### src/logic/load_switch_consts.svh
// Constants for the load switch A enable sequencer: offsets, fields, resets, timing
// Summary of operation
// [RULE_01] Mask register one: bit 0 includes a rail's power good, bit 1 excludes it.
// [RULE_02] Source register bit1 masks switch B2/aux reg 1 good, bit0 masks switch B1.
// [RULE_03] Switch on only with source active and all unmasked power goods high.
// [RULE_04] Source field 4:2 picks control input 1,2,5,4,3, 3 and 4, or 6.
// [RULE_05] Source code 111 feeds a constant one, no pin needed.
// [RULE_06] Delay register bit 6 picks control input 3 or 6 for termination enable.
// [RULE_07] Fall delay field 5:3: none, 2, 4, 8, 16, 24, 32, 64 ms.
// [RULE_08] Rise delay field 2:0 uses the same eight-step millisecond code.
// [RULE_09] Delays may deviate up to ten percent; checks must allow that. The timer runs up to one tick short, over ten percent at 2 to 8 ms.
// [RULE_10] Good level field 6:5 selects 1.5, 1.8, 2.5 or 3.3 V.
`ifndef LOAD_SWITCH_CONSTS_SVH
`define LOAD_SWITCH_CONSTS_SVH

// ********************************************************************
// Register byte addresses (printed offsets are register indexes)
// ********************************************************************
`define IDX_MASK_ONE 8'h19
`define IDX_SOURCE_SEL 8'h1a
`define IDX_EDGE_DELAYS 8'h1b
`define ADDR_MASK_ONE 12'h064
`define ADDR_SOURCE_SEL 12'h068
`define ADDR_EDGE_DELAYS 12'h06c
`define ADDR_STATUS 12'h070

// ********************************************************************
// Field positions and reset values
// ********************************************************************
`define MASK_LOAD_SWITCH_B1_BIT 0
`define MASK_SWB2_BIT 1
`define SRC_SEL_LSB 2
`define GOOD_LVL_LSB 5
`define TERM_SEL_BIT 6
`define RISE_DLY_LSB 0
`define FALL_DLY_LSB 3
`define RESET_MASK_ONE 8'h00
`define RESET_SOURCE_SEL 8'h00
`define RESET_EDGE_DELAYS 8'h00

// ********************************************************************
// Timing: one millisecond tick at 250 MHz
// ********************************************************************
`define CLK_MHZ 250
`define TICK_US 1000
`define TICK_CYCLES (`TICK_US * `CLK_MHZ)

`endif

### src/logic/load_switch_pkg.sv
// Types shared by the load switch A enable sequencer
package load_switch_pkg;

	// Power-good inputs from the other rails
	typedef struct packed {
		logic [7:0] rails;
		logic switchB2AuxReg1;
		logic switchB1;
	} power_good_t;

	// Selectable control input pins, index 0 is control input 1
	typedef logic [5:0] control_inputs_t;

	// Enable source codes
	typedef enum logic [2:0] {
		SRC_IN1 = 3'h0,
		SRC_IN2 = 3'h1,
		SRC_IN5 = 3'h2,
		SRC_IN4 = 3'h3,
		SRC_IN3 = 3'h4,
		SRC_IN3_AND_4 = 3'h5,
		SRC_IN6 = 3'h6,
		SRC_ALWAYS = 3'h7
	} enable_source_t;

	// Edge delay sequencer states
	typedef enum logic [1:0] {
		ST_OFF,
		ST_RISE_WAIT,
		ST_ON,
		ST_FALL_WAIT
	} seq_state_t;

endpackage

### src/logic/edge_delay_timer.sv
// Millisecond delay counter for one enable edge
`timescale 1ns/1ps
`include "load_switch_consts.svh"

module edge_delay_timer #(
	parameter int MS_WIDTH = 7
) (
	// Clock and reset
	input wire logic clk,
	input wire logic rst,
	// Millisecond tick and control
	input wire logic tick,
	input wire logic start,
	input wire logic [MS_WIDTH-1:0] lengthMs,
	// Completion
	output logic done
);

	logic [MS_WIDTH-1:0] count_reg;
	logic running_reg;

	initial begin
		if (MS_WIDTH < 7) $error("edge_delay_timer needs at least 7 bits for 64 ms");
	end

	// Count down whole ticks; first tick may be partial, up to one tick short, beyond the ten percent of [RULE_09] at 2 to 8 ms
	always_ff @(posedge clk or posedge rst) begin
		if (rst) begin
			count_reg <= '0;
			running_reg <= 1'b0;
			done <= 1'b0;
		end else begin
			done <= 1'b0;
			if (start) begin
				count_reg <= lengthMs;
				running_reg <= 1'b1;
			end else if (running_reg && tick) begin
				if (count_reg <= MS_WIDTH'(1)) begin
					running_reg <= 1'b0;
					done <= 1'b1;
				end
				count_reg <= count_reg - MS_WIDTH'(1);
			end
		end
	end

endmodule

### src/logic/load_switch_sequencer.sv
// Load switch A enable sequencer with APB register slave
`timescale 1ns/1ps
`include "load_switch_consts.svh"

module load_switch_sequencer #(
	parameter int TICK_CYCLES = `TICK_CYCLES
) (
	// Clock and reset
	input wire logic clk,
	input wire logic rst,
	// APB slave
	input wire logic psel,
	input wire logic penable,
	input wire logic pwrite,
	input wire logic [11:0] paddr,
	input wire logic [31:0] pwdata,
	input wire logic [3:0] pstrb,
	output logic [31:0] prdata,
	output logic pready,
	output logic pslverr,
	// Control input pins and power-good states
	input wire load_switch_pkg::control_inputs_t controlInputs,
	input wire load_switch_pkg::power_good_t powerGood,
	// Switch and regulator controls
	output logic loadSwitchAEnable,
	output logic terminationEnable,
	output logic [1:0] switchAGoodLevel
);

	// ********************************************************************
	// Registers and local signals
	// ********************************************************************
	logic [7:0] maskOne_reg;
	logic [7:0] sourceSel_reg;
	logic [7:0] edgeDelays_reg;
	logic [31:0] tickCount_reg;
	logic tick_reg;
	logic request;
	logic srcActive;
	logic goodAll;
	logic condition;
	logic timerStart;
	logic [6:0] timerLength;
	logic timerDone;
	logic apbWrite;
	logic apbRead;
	logic [31:0] readMux;
	logic addrOk;
	load_switch_pkg::seq_state_t state_reg;
	load_switch_pkg::seq_state_t state_next;
	load_switch_pkg::enable_source_t source;

	initial begin
		if (TICK_CYCLES < 2) $error("TICK_CYCLES must be at least 2");
	end

	// Delay code to milliseconds
	function automatic logic [6:0] delay_ms(input logic [2:0] code);
		logic [6:0] ms;
		ms = 7'h00;
		unique case (code)
			3'h0: ms = 7'h00;
			3'h1: ms = 7'h02;
			3'h2: ms = 7'h04;
			3'h3: ms = 7'h08;
			3'h4: ms = 7'h10;
			3'h5: ms = 7'h18;
			3'h6: ms = 7'h20;
			3'h7: ms = 7'h40;
		endcase
		return ms;
	endfunction

	// ********************************************************************
	// APB register slave
	// ********************************************************************
	// Zero-wait slave: every access ends in its first access cycle
	assign apbWrite = psel && penable && pwrite;
	assign apbRead = psel && penable && !pwrite;
	assign addrOk = (paddr == `ADDR_MASK_ONE) || (paddr == `ADDR_SOURCE_SEL) ||
		(paddr == `ADDR_EDGE_DELAYS) || (paddr == `ADDR_STATUS);

	// Mask register one, bit per rail [RULE_01]
	always_ff @(posedge clk or posedge rst) begin
		if (rst) begin
			maskOne_reg <= `RESET_MASK_ONE;
		end else if (apbWrite && paddr == `ADDR_MASK_ONE && pstrb[0]) begin
			maskOne_reg <= pwdata[7:0];
		end
	end

	// Source select, masks and good level; bit 7 reserved, reads zero
	always_ff @(posedge clk or posedge rst) begin
		if (rst) begin
			sourceSel_reg <= `RESET_SOURCE_SEL;
		end else if (apbWrite && paddr == `ADDR_SOURCE_SEL && pstrb[0]) begin
			sourceSel_reg <= {1'b0, pwdata[6:0]};
		end
	end

	// Edge delays and termination source; bit 7 reserved, reads zero
	always_ff @(posedge clk or posedge rst) begin
		if (rst) begin
			edgeDelays_reg <= `RESET_EDGE_DELAYS;
		end else if (apbWrite && paddr == `ADDR_EDGE_DELAYS && pstrb[0]) begin
			edgeDelays_reg <= {1'b0, pwdata[6:0]};
		end
	end

	// Read mux; status shows live condition, request and sequencer state
	always_comb begin
		readMux = 32'h0000_0000;
		unique case (paddr)
			`ADDR_MASK_ONE: readMux = {24'h000000, maskOne_reg};
			`ADDR_SOURCE_SEL: readMux = {24'h000000, sourceSel_reg};
			`ADDR_EDGE_DELAYS: readMux = {24'h000000, edgeDelays_reg};
			`ADDR_STATUS: readMux = {26'h0000000, state_reg, terminationEnable, loadSwitchAEnable,
				condition, srcActive};
			default: readMux = 32'h0000_0000;
		endcase
	end

	// Answer in the access phase; unmapped addresses raise pslverr
	always_ff @(posedge clk or posedge rst) begin
		if (rst) begin
			prdata <= 32'h0000_0000;
			pready <= 1'b0;
			pslverr <= 1'b0;
		end else begin
			pready <= psel && !penable;
			pslverr <= psel && !penable && !addrOk;
			if (psel && !penable && !pwrite) begin
				prdata <= readMux;
			end
		end
	end

	// ********************************************************************
	// Enable condition
	// ********************************************************************
	assign source = load_switch_pkg::enable_source_t'(sourceSel_reg[`SRC_SEL_LSB +: 3]);

	// Source multiplexer [RULE_04]
	always_comb begin
		srcActive = 1'b0;
		unique case (source)
			load_switch_pkg::SRC_IN1: srcActive = controlInputs[0];
			load_switch_pkg::SRC_IN2: srcActive = controlInputs[1];
			load_switch_pkg::SRC_IN5: srcActive = controlInputs[4];
			load_switch_pkg::SRC_IN4: srcActive = controlInputs[3];
			load_switch_pkg::SRC_IN3: srcActive = controlInputs[2];
			load_switch_pkg::SRC_IN3_AND_4: srcActive = controlInputs[2] && controlInputs[3];
			load_switch_pkg::SRC_IN6: srcActive = controlInputs[5];
			load_switch_pkg::SRC_ALWAYS: srcActive = 1'b1; // [RULE_05]
		endcase
	end

	// A mask bit of one forces that power good true
	assign goodAll = &(powerGood.rails | maskOne_reg) && // [RULE_01]
		(powerGood.switchB1 || sourceSel_reg[`MASK_LOAD_SWITCH_B1_BIT]) && // [RULE_02]
		(powerGood.switchB2AuxReg1 || sourceSel_reg[`MASK_SWB2_BIT]); // [RULE_02]
	assign condition = srcActive && goodAll; // [RULE_03]

	// ********************************************************************
	// Millisecond timebase
	// ********************************************************************
	// Free-running divider, one-cycle tick each millisecond
	always_ff @(posedge clk or posedge rst) begin
		if (rst) begin
			tickCount_reg <= 32'h0000_0000;
			tick_reg <= 1'b0;
		end else if (tickCount_reg == 32'(TICK_CYCLES - 1)) begin
			tickCount_reg <= 32'h0000_0000;
			tick_reg <= 1'b1;
		end else begin
			tickCount_reg <= tickCount_reg + 32'h0000_0001;
			tick_reg <= 1'b0;
		end
	end

	// ********************************************************************
	// Edge delay sequencer
	// ********************************************************************
	assign request = condition;

	// Next state; an edge that reverses mid-wait abandons the wait
	always_comb begin
		state_next = state_reg;
		timerStart = 1'b0;
		timerLength = 7'h00;
		unique case (state_reg)
			load_switch_pkg::ST_OFF: begin
				if (request) begin
					timerLength = delay_ms(edgeDelays_reg[`RISE_DLY_LSB +: 3]); // [RULE_08]
					if (timerLength == 7'h00) begin
						state_next = load_switch_pkg::ST_ON;
					end else begin
						timerStart = 1'b1;
						state_next = load_switch_pkg::ST_RISE_WAIT;
					end
				end
			end
			load_switch_pkg::ST_RISE_WAIT: begin
				if (!request) begin
					state_next = load_switch_pkg::ST_OFF;
				end else if (timerDone) begin
					state_next = load_switch_pkg::ST_ON; // [RULE_08]
				end
			end
			load_switch_pkg::ST_ON: begin
				if (!request) begin
					timerLength = delay_ms(edgeDelays_reg[`FALL_DLY_LSB +: 3]); // [RULE_07]
					if (timerLength == 7'h00) begin
						state_next = load_switch_pkg::ST_OFF;
					end else begin
						timerStart = 1'b1;
						state_next = load_switch_pkg::ST_FALL_WAIT;
					end
				end
			end
			load_switch_pkg::ST_FALL_WAIT: begin
				if (request) begin
					state_next = load_switch_pkg::ST_ON;
				end else if (timerDone) begin
					state_next = load_switch_pkg::ST_OFF; // [RULE_07] [RULE_03]
				end
			end
		endcase
	end

	// State register
	always_ff @(posedge clk or posedge rst) begin
		if (rst) begin
			state_reg <= load_switch_pkg::ST_OFF;
		end else begin
			state_reg <= state_next;
		end
	end

	edge_delay_timer #(
		.MS_WIDTH(7)
	) delayTimer (
		.clk(clk),
		.rst(rst),
		.tick(tick_reg),
		.start(timerStart),
		.lengthMs(timerLength),
		.done(timerDone)
	);

	// ********************************************************************
	// Registered outputs
	// ********************************************************************
	// Switch is on in ST_ON and while the fall delay runs
	always_ff @(posedge clk or posedge rst) begin
		if (rst) begin
			loadSwitchAEnable <= 1'b0;
		end else begin
			loadSwitchAEnable <= (state_next == load_switch_pkg::ST_ON) ||
				(state_next == load_switch_pkg::ST_FALL_WAIT); // [RULE_03]
		end
	end

	// Termination regulator source pin
	always_ff @(posedge clk or posedge rst) begin
		if (rst) begin
			terminationEnable <= 1'b0;
		end else begin
			terminationEnable <= edgeDelays_reg[`TERM_SEL_BIT] ? controlInputs[5] : controlInputs[2]; // [RULE_06]
		end
	end

	// Good level code passed to the analog comparator
	always_ff @(posedge clk or posedge rst) begin
		if (rst) begin
			switchAGoodLevel <= 2'h0;
		end else begin
			switchAGoodLevel <= sourceSel_reg[`GOOD_LVL_LSB +: 2]; // [RULE_10]
		end
	end

endmodule

### config.mk
export PLATFORM = sky130hd
export DESIGN_NAME = load_switch_sequencer
export DESIGN_NICKNAME = d
export VERILOG_FILES = /design/src/logic/load_switch_pkg.sv /design/src/logic/edge_delay_timer.sv /design/src/logic/load_switch_sequencer.sv
export VERILOG_INCLUDE_DIRS = /design/src /design/src/logic
export SDC_FILE = /design/constraint.sdc
export NUM_CORES = 1
export LEC_CHECK = 0
export BUFFER_PORTS_ARGS = -buffer_cell sky130_fd_sc_hd__buf_2
export CAP_MARGIN = 25
export CORE_ASPECT_RATIO = 1.5
export CORE_MARGIN = 4
export CORE_UTILIZATION = 50
export CTS_BUF_LIST = sky130_fd_sc_hd__clkbuf_4 sky130_fd_sc_hd__clkbuf_8
export CTS_CLUSTER_DIAMETER = 60
export DETAILED_ROUTE_END_ITERATION = 8
export PLACE_DENSITY = 0.76
export SKIP_LAST_GASP = 1
export SLEW_MARGIN = 20
export SYNTH_ARGS = -nofsm -noshare
export SYNTH_HDL_FRONTEND = slang
export SYNTH_SLANG_ARGS = --single-unit
### constraint.sdc
create_clock -name clk -period 6.3 [get_ports clk]
set_input_delay 1.575 -clock clk [delete_from_list [all_inputs] [get_ports clk]]
set_output_delay 1.575 -clock clk [all_outputs]
set_load 0.05 [all_outputs]
# Yosys cells after proc, flatten, opt, wreduce, memory -nomap -nowiden

Memory sizes are Yosys's and may differ from the RTL's.
Cells that the tools add are included.
W data, S select, Z words.

Flip-flop bits (word level): 104
Bits in read-only memories: 96
Bits of input ports: 69
Output and inout port bits: 38
Word-level logic and storage cells: 105
Memories kept: 2

Memories:

| name            | words | bits a word | read ports | clocked after Yosys merged registers in | write ports | line                        | source |
|---|---|---|---|---|---|---|---|
| (no name shown) | 8     | 6           | 1          | 0                                       | 0           | load_switch_sequencer.sv:61 | `unique case (code)` |
| (no name shown) | 8     | 6           | 1          | 0                                       | 0           | load_switch_sequencer.sv:61 |  |

Add/subtract/negate cells: 2
$lt $le $gt $ge: 1
Equal/unequal tests: 17
Mux-type cells: 34
Bitwise gates (word level): 1
Reductions and logical operators: 33

Operators with widths:

| cell                    | number |
|---|---|
| $mux W7                 | 8 |
| $eq A12 B7 Y1 const B   | 4 |
| $add A32 B1 Y32 const B | 1 |
| $eq A32 B18 Y1 const B  | 1 |
| $mux W32                | 1 |
| $pmux W8 S4             | 1 |
| $logic_and A1 B1 Y1     | 16 |
| $mux W2                 | 8 |
| $logic_not A7 Y1        | 2 |
| $pmux W7 S2             | 1 |
| $eq A3 B3 Y1 const B    | 4 |
| $mux W1                 | 12 |
| $eq A2 B2 Y1 const B    | 4 |
| $or A8 B8 Y8            | 1 |
| $pmux W1 S8             | 1 |
| $pmux W2 S4             | 1 |
| $reduce_and A8 Y1       | 1 |
| $le A7 B1 Y1 const B    | 1 |
| $sub A7 B1 Y7 const B   | 1 |
| $eq A3 B2 Y1 const B    | 2 |
| $logic_or A1 B1 Y1      | 6 |
| $reduce_bool A2 Y1      | 2 |
| $eq A3 B1 Y1 const B    | 1 |
| $logic_not A1 Y1        | 3 |
| 5 further kinds         | 5 |

# Logic depth before layout (Yosys ltp)

Depth after elaboration: 13
Depth in mapped cells: 7

# By module

A second synthesis with hierarchy kept.

Cells, all modules: 410
Area, all modules: 4225.3 sq um

Modules (own cells, without submodules):

| module                | times used | cells an instance | area an instance (sq um) | seq. area each (sq um) |
|---|---|---|---|---|
| load_switch_sequencer | 1          | 352               | 3701.0                   | 1751.7 |
| edge_delay_timer      | 1          | 58                | 524.3                    | 225.2 |

# Worst setup path after synthesis

OpenSTA, ideal clock, no wires.

Path type: input -> register
Start point: input paddr[9]
End point: register maskOne_reg[0]
Setup time: 0.125 ns
Arrival time: 3.139 ns
Setup slack: 3.037 ns
Cell stages on the path: 6
Cells stage by stage: nor3_1 -> nand4b_4 -> nor4b_4 -> and2b_1 -> buf_4 -> mux2_2

Word-level cells in the longest chain between the ends: 3

RTL lines:

| item                          | line                        | source |
|---|---|---|
| start, declared               | load_switch_sequencer.sv:15 | `input wire logic [11:0] paddr,` |
| $eq A12 B7 Y1                 | -                           |  |
| $logic_and A1 B1 Y1 (no line) | -                           |  |
| $logic_and A1 B1 Y1           | load_switch_sequencer.sv:87 | `` end else if (apbWrite && paddr == `ADDR_MASK_ONE && pstrb[0]) begin `` |
| end signal, assigned          | load_switch_sequencer.sv:86 | `` maskOne_reg <= `RESET_MASK_ONE; `` |
| end signal, assigned          | load_switch_sequencer.sv:88 | `maskOne_reg <= pwdata[7:0];` |
| end, declared                 | load_switch_sequencer.sv:33 | `logic [7:0] maskOne_reg;` |

No other way between the ends.
A chain may end at the register's enable or synchronous reset.

# Worst setup path after layout

Start point: input paddr[10]
End point: register sourceSel_reg[3]

Word-level cells in the longest chain between the ends: 3

RTL lines:

| item                          | line                        | source |
|---|---|---|
| $eq A12 B7 Y1                 | -                           |  |
| $logic_and A1 B1 Y1 (no line) | -                           |  |
| $logic_and A1 B1 Y1           | load_switch_sequencer.sv:96 | `` end else if (apbWrite && paddr == `ADDR_SOURCE_SEL && pstrb[0]) begin `` |
| end signal, assigned          | load_switch_sequencer.sv:95 | `` sourceSel_reg <= `RESET_SOURCE_SEL; `` |
| end signal, assigned          | load_switch_sequencer.sv:97 | `sourceSel_reg <= {1'b0, pwdata[6:0]};` |
| end, declared                 | load_switch_sequencer.sv:34 | `logic [7:0] sourceSel_reg;` |

No other way between the ends.

==> qor.yml <==
die_h_um: 119
cap_violations: 0
grt_max_degree: 44
timing.rr.start: "sourceSel_reg[2]$_DFFE_PP0P_"
io_buffers: 55
clkTransAtPathRegs_ns: 0.08
ys_types: 56
syn2layout_area_growth_pct: 11.9
min_path_type: "reg -> reg"
fmax_mhz: 277
final_util_pct: 57.5
gr-usage-all-layers_pct: 18.8
synth-edff-count: 0
drcViolationCount: 0
hold_violations: 0
placed_cells: 535
mostFrequentLayoutCell: "dfrtp_1"
async_flop_share_pct: 100
synth_top_area_cell: "dfrtp_1"
synth.avg_cell_area_um2: 10.7
cts_setup_buffers: 0
rows: 40
dp_hpwl_mm: 6.28
synthXorXnorAreaFrac_pct: 8.04
fin_crit_sh_pct: 57.3
drive_gt1_share_pct: 24.4
grt_pass1_vias: 3058
worstSetupStartpointType: "input pin"
reg2reg_slack_ns: 3.68
clockBufferDepth: 2
synth_area_leaders: "dfrtp_1 48%, mux2_2 6.8%, buf_4 4.9%"
grt-ovfl-total: 0
critPathKind: "in -> reg"
yosysWarnings: 0
ys.flop_type: "dfrtp_1"
die-area_um2: 9830
cts-root-buf: "clkbuf_8"
vias: 3060
avgRoutedWirePerCell_um: 15.5
muxShareOfSynthArea_pct: 7.40
finalClockSkew_ns: 0.0134
synth-compound-area-share_pct: 8.85
vias_per_cell: 5.55
cp.required_ns: 6.55
coreArea_um2: 8060
synth_top_area_share_pct: 47.7
drt_wl_total_mm: 8.53
r2r_end: "delayTimer.count_reg[5]$_DFFE_PP0P_"
endpoint_kind: "register"
grt_pass1_wl_mm: 14.2
mostFrequentLayoutCells: "79 x dfrtp_1, 55 x buf_2, 40 x nand2_1, 31 x nor2_1, 25 x mux2_2"
ys_seq_area_share_pct: 47.7
fill_cells: 688
tns_ns: 0
diodes: 0
synth_seq_cells: 79
final_cells: 551
leakagePower_uw: 0.00220
max-vdd-ir-drop_mv: 0.137
antenna_found_initial: 1
critPathMaxFanout: 9
postRouteAntennaNets: 0
syn_inst: 386
arrival_ns: 3.86
fin_crit_ns: 3.61
grt_setup_unrepaired: "false"
cts.sinks: 79
ctsHoldBuffers: 0
hold_path_depth: 0
firstDrtPassIters: 4
slew_violations: 0
drt_iter0_drc: 222
htreeDepth: 3
tightestPinTransition_ns: 0.799
hold_path_end: "switchAGoodLevel[0]$_DFF_PP0_"
numCtsBuffers: 9
die_w_um: 82.3
synth_area_um2: 4140
hold_slack_ns: 0.427
largest_reg_flops: 32
power.density_nw_per_um2: 218
setup_viol: 0
max_slew_margin_pct: 46.4
yosys.area_share.simple_pct: 20.6
clk_latency_ns: 0.36
fin_nets: 513
hp-start: "sourceSel_reg[5]$_DFFE_PP0P_"
ff2ff_path_depth: 6
synth_top_family_by_area: "simple AND/OR/NAND/NOR gates"
io_pins: 107
gp_congestion: 0.833
status: "finished, final reports clean"
synth_adder_area_share_pct: 0.906
initial_utilization_pct: 51.4
cts_resized: 0
cts_tree: "built"
cells by family (layout without fill, tap and decap cells):
kind of cell | count (synthesis) | count (layout)
buffers and inverters | 41 | 78
other | 1 | 24
multiplexers | 27 | 27
flip-flops | 79 | 79
AND/OR/NAND/NOR | 150 | 150
adder cells (fa/ha/maj) | 3 | 3
AO/OA/AOI/OAI | 47 | 47
XOR/XNOR | 38 | 38
worst max-delay path, stage by stage:
cell	delay, ns
buf_2	0.11
nor4b_4	0.31
nand4b_4	0.24
nor4b_4	0.50
nor2b_1	0.71
mux2_2	0.41
Yosys cell counts, drive strengths merged (3+ instances only):
master,number
nor4,8
and2,4
or3,4
inv,5
nor4b,5
ha,3
a22o,4
clkbuf,8
buf,28
mux2,26
o22ai,5
nand2,40
nor2,31
dfrtp,79
a21o,3
a222oi,3
o31a,4
xnor2,17
o21ai,6
and3,5
o211ai,3
nor3,11
nor2b,5
a21oi,6
xor2,21
nand4,14
nand3,9
area by class of cell:
type                            instances  area, um2  share of cell area [%]
Tap cell                              105        131                    2.83
Timing Repair Buffer                   57        290                    6.26
Inverter                                5       18.8                   0.405
Multi-Input combinational cell        289       1990                    42.9
Clock buffer                           12        153                    3.29
Clock inverter                          4       77.6                    1.67
Sequential cell                        79       1980                    42.6
power breakdown:
| group | switching [uW] | internal (uW) | leakage [uW] |
|---|---|---|---|
| sequential | 0.509 | 508 | 0.00106 |
| combinational | 56.8 | 14.5 | 0.00102 |
| clock | 184 | 245 | 0.000118 |
per-layer routing:
metal,wire [um],GRT usage (%),share of wire (%),vias up
met5,7,0,0.082,-
met4,141,7.38,1.7,2
met3,519,4.54,6.1,15
met2,4630,33.1,54,98
met1,3230,21.2,38,1498
li1,-,-,-,1447
worst max path at each step:
stage | start | endpoint
CTS | paddr[10] | sourceSel_reg[6]$_DFFE_PP0P_
detailed placement | paddr[10] | sourceSel_reg[3]$_DFFE_PP0P_
floorplan | rst | asynchronous set/reset pin
global route | paddr[9] | sourceSel_reg[6]$_DFFE_PP0P_
finish | paddr[10] | sourceSel_reg[3]$_DFFE_PP0P_
global placement | paddr[10] | sourceSel_reg[6]$_DFFE_PP0P_
metrics by stage:
stage	total power (uW)	setup slack (ns)	area, um2
floorplan	581	2.70	4230
global placement	589	2.31	4410
detailed placement	590	2.33	4410
CTS	1020	2.69	4640
global route	1050	2.54	4640
finish	1010	2.69	4640
Power figures use the tool's default switching activity.
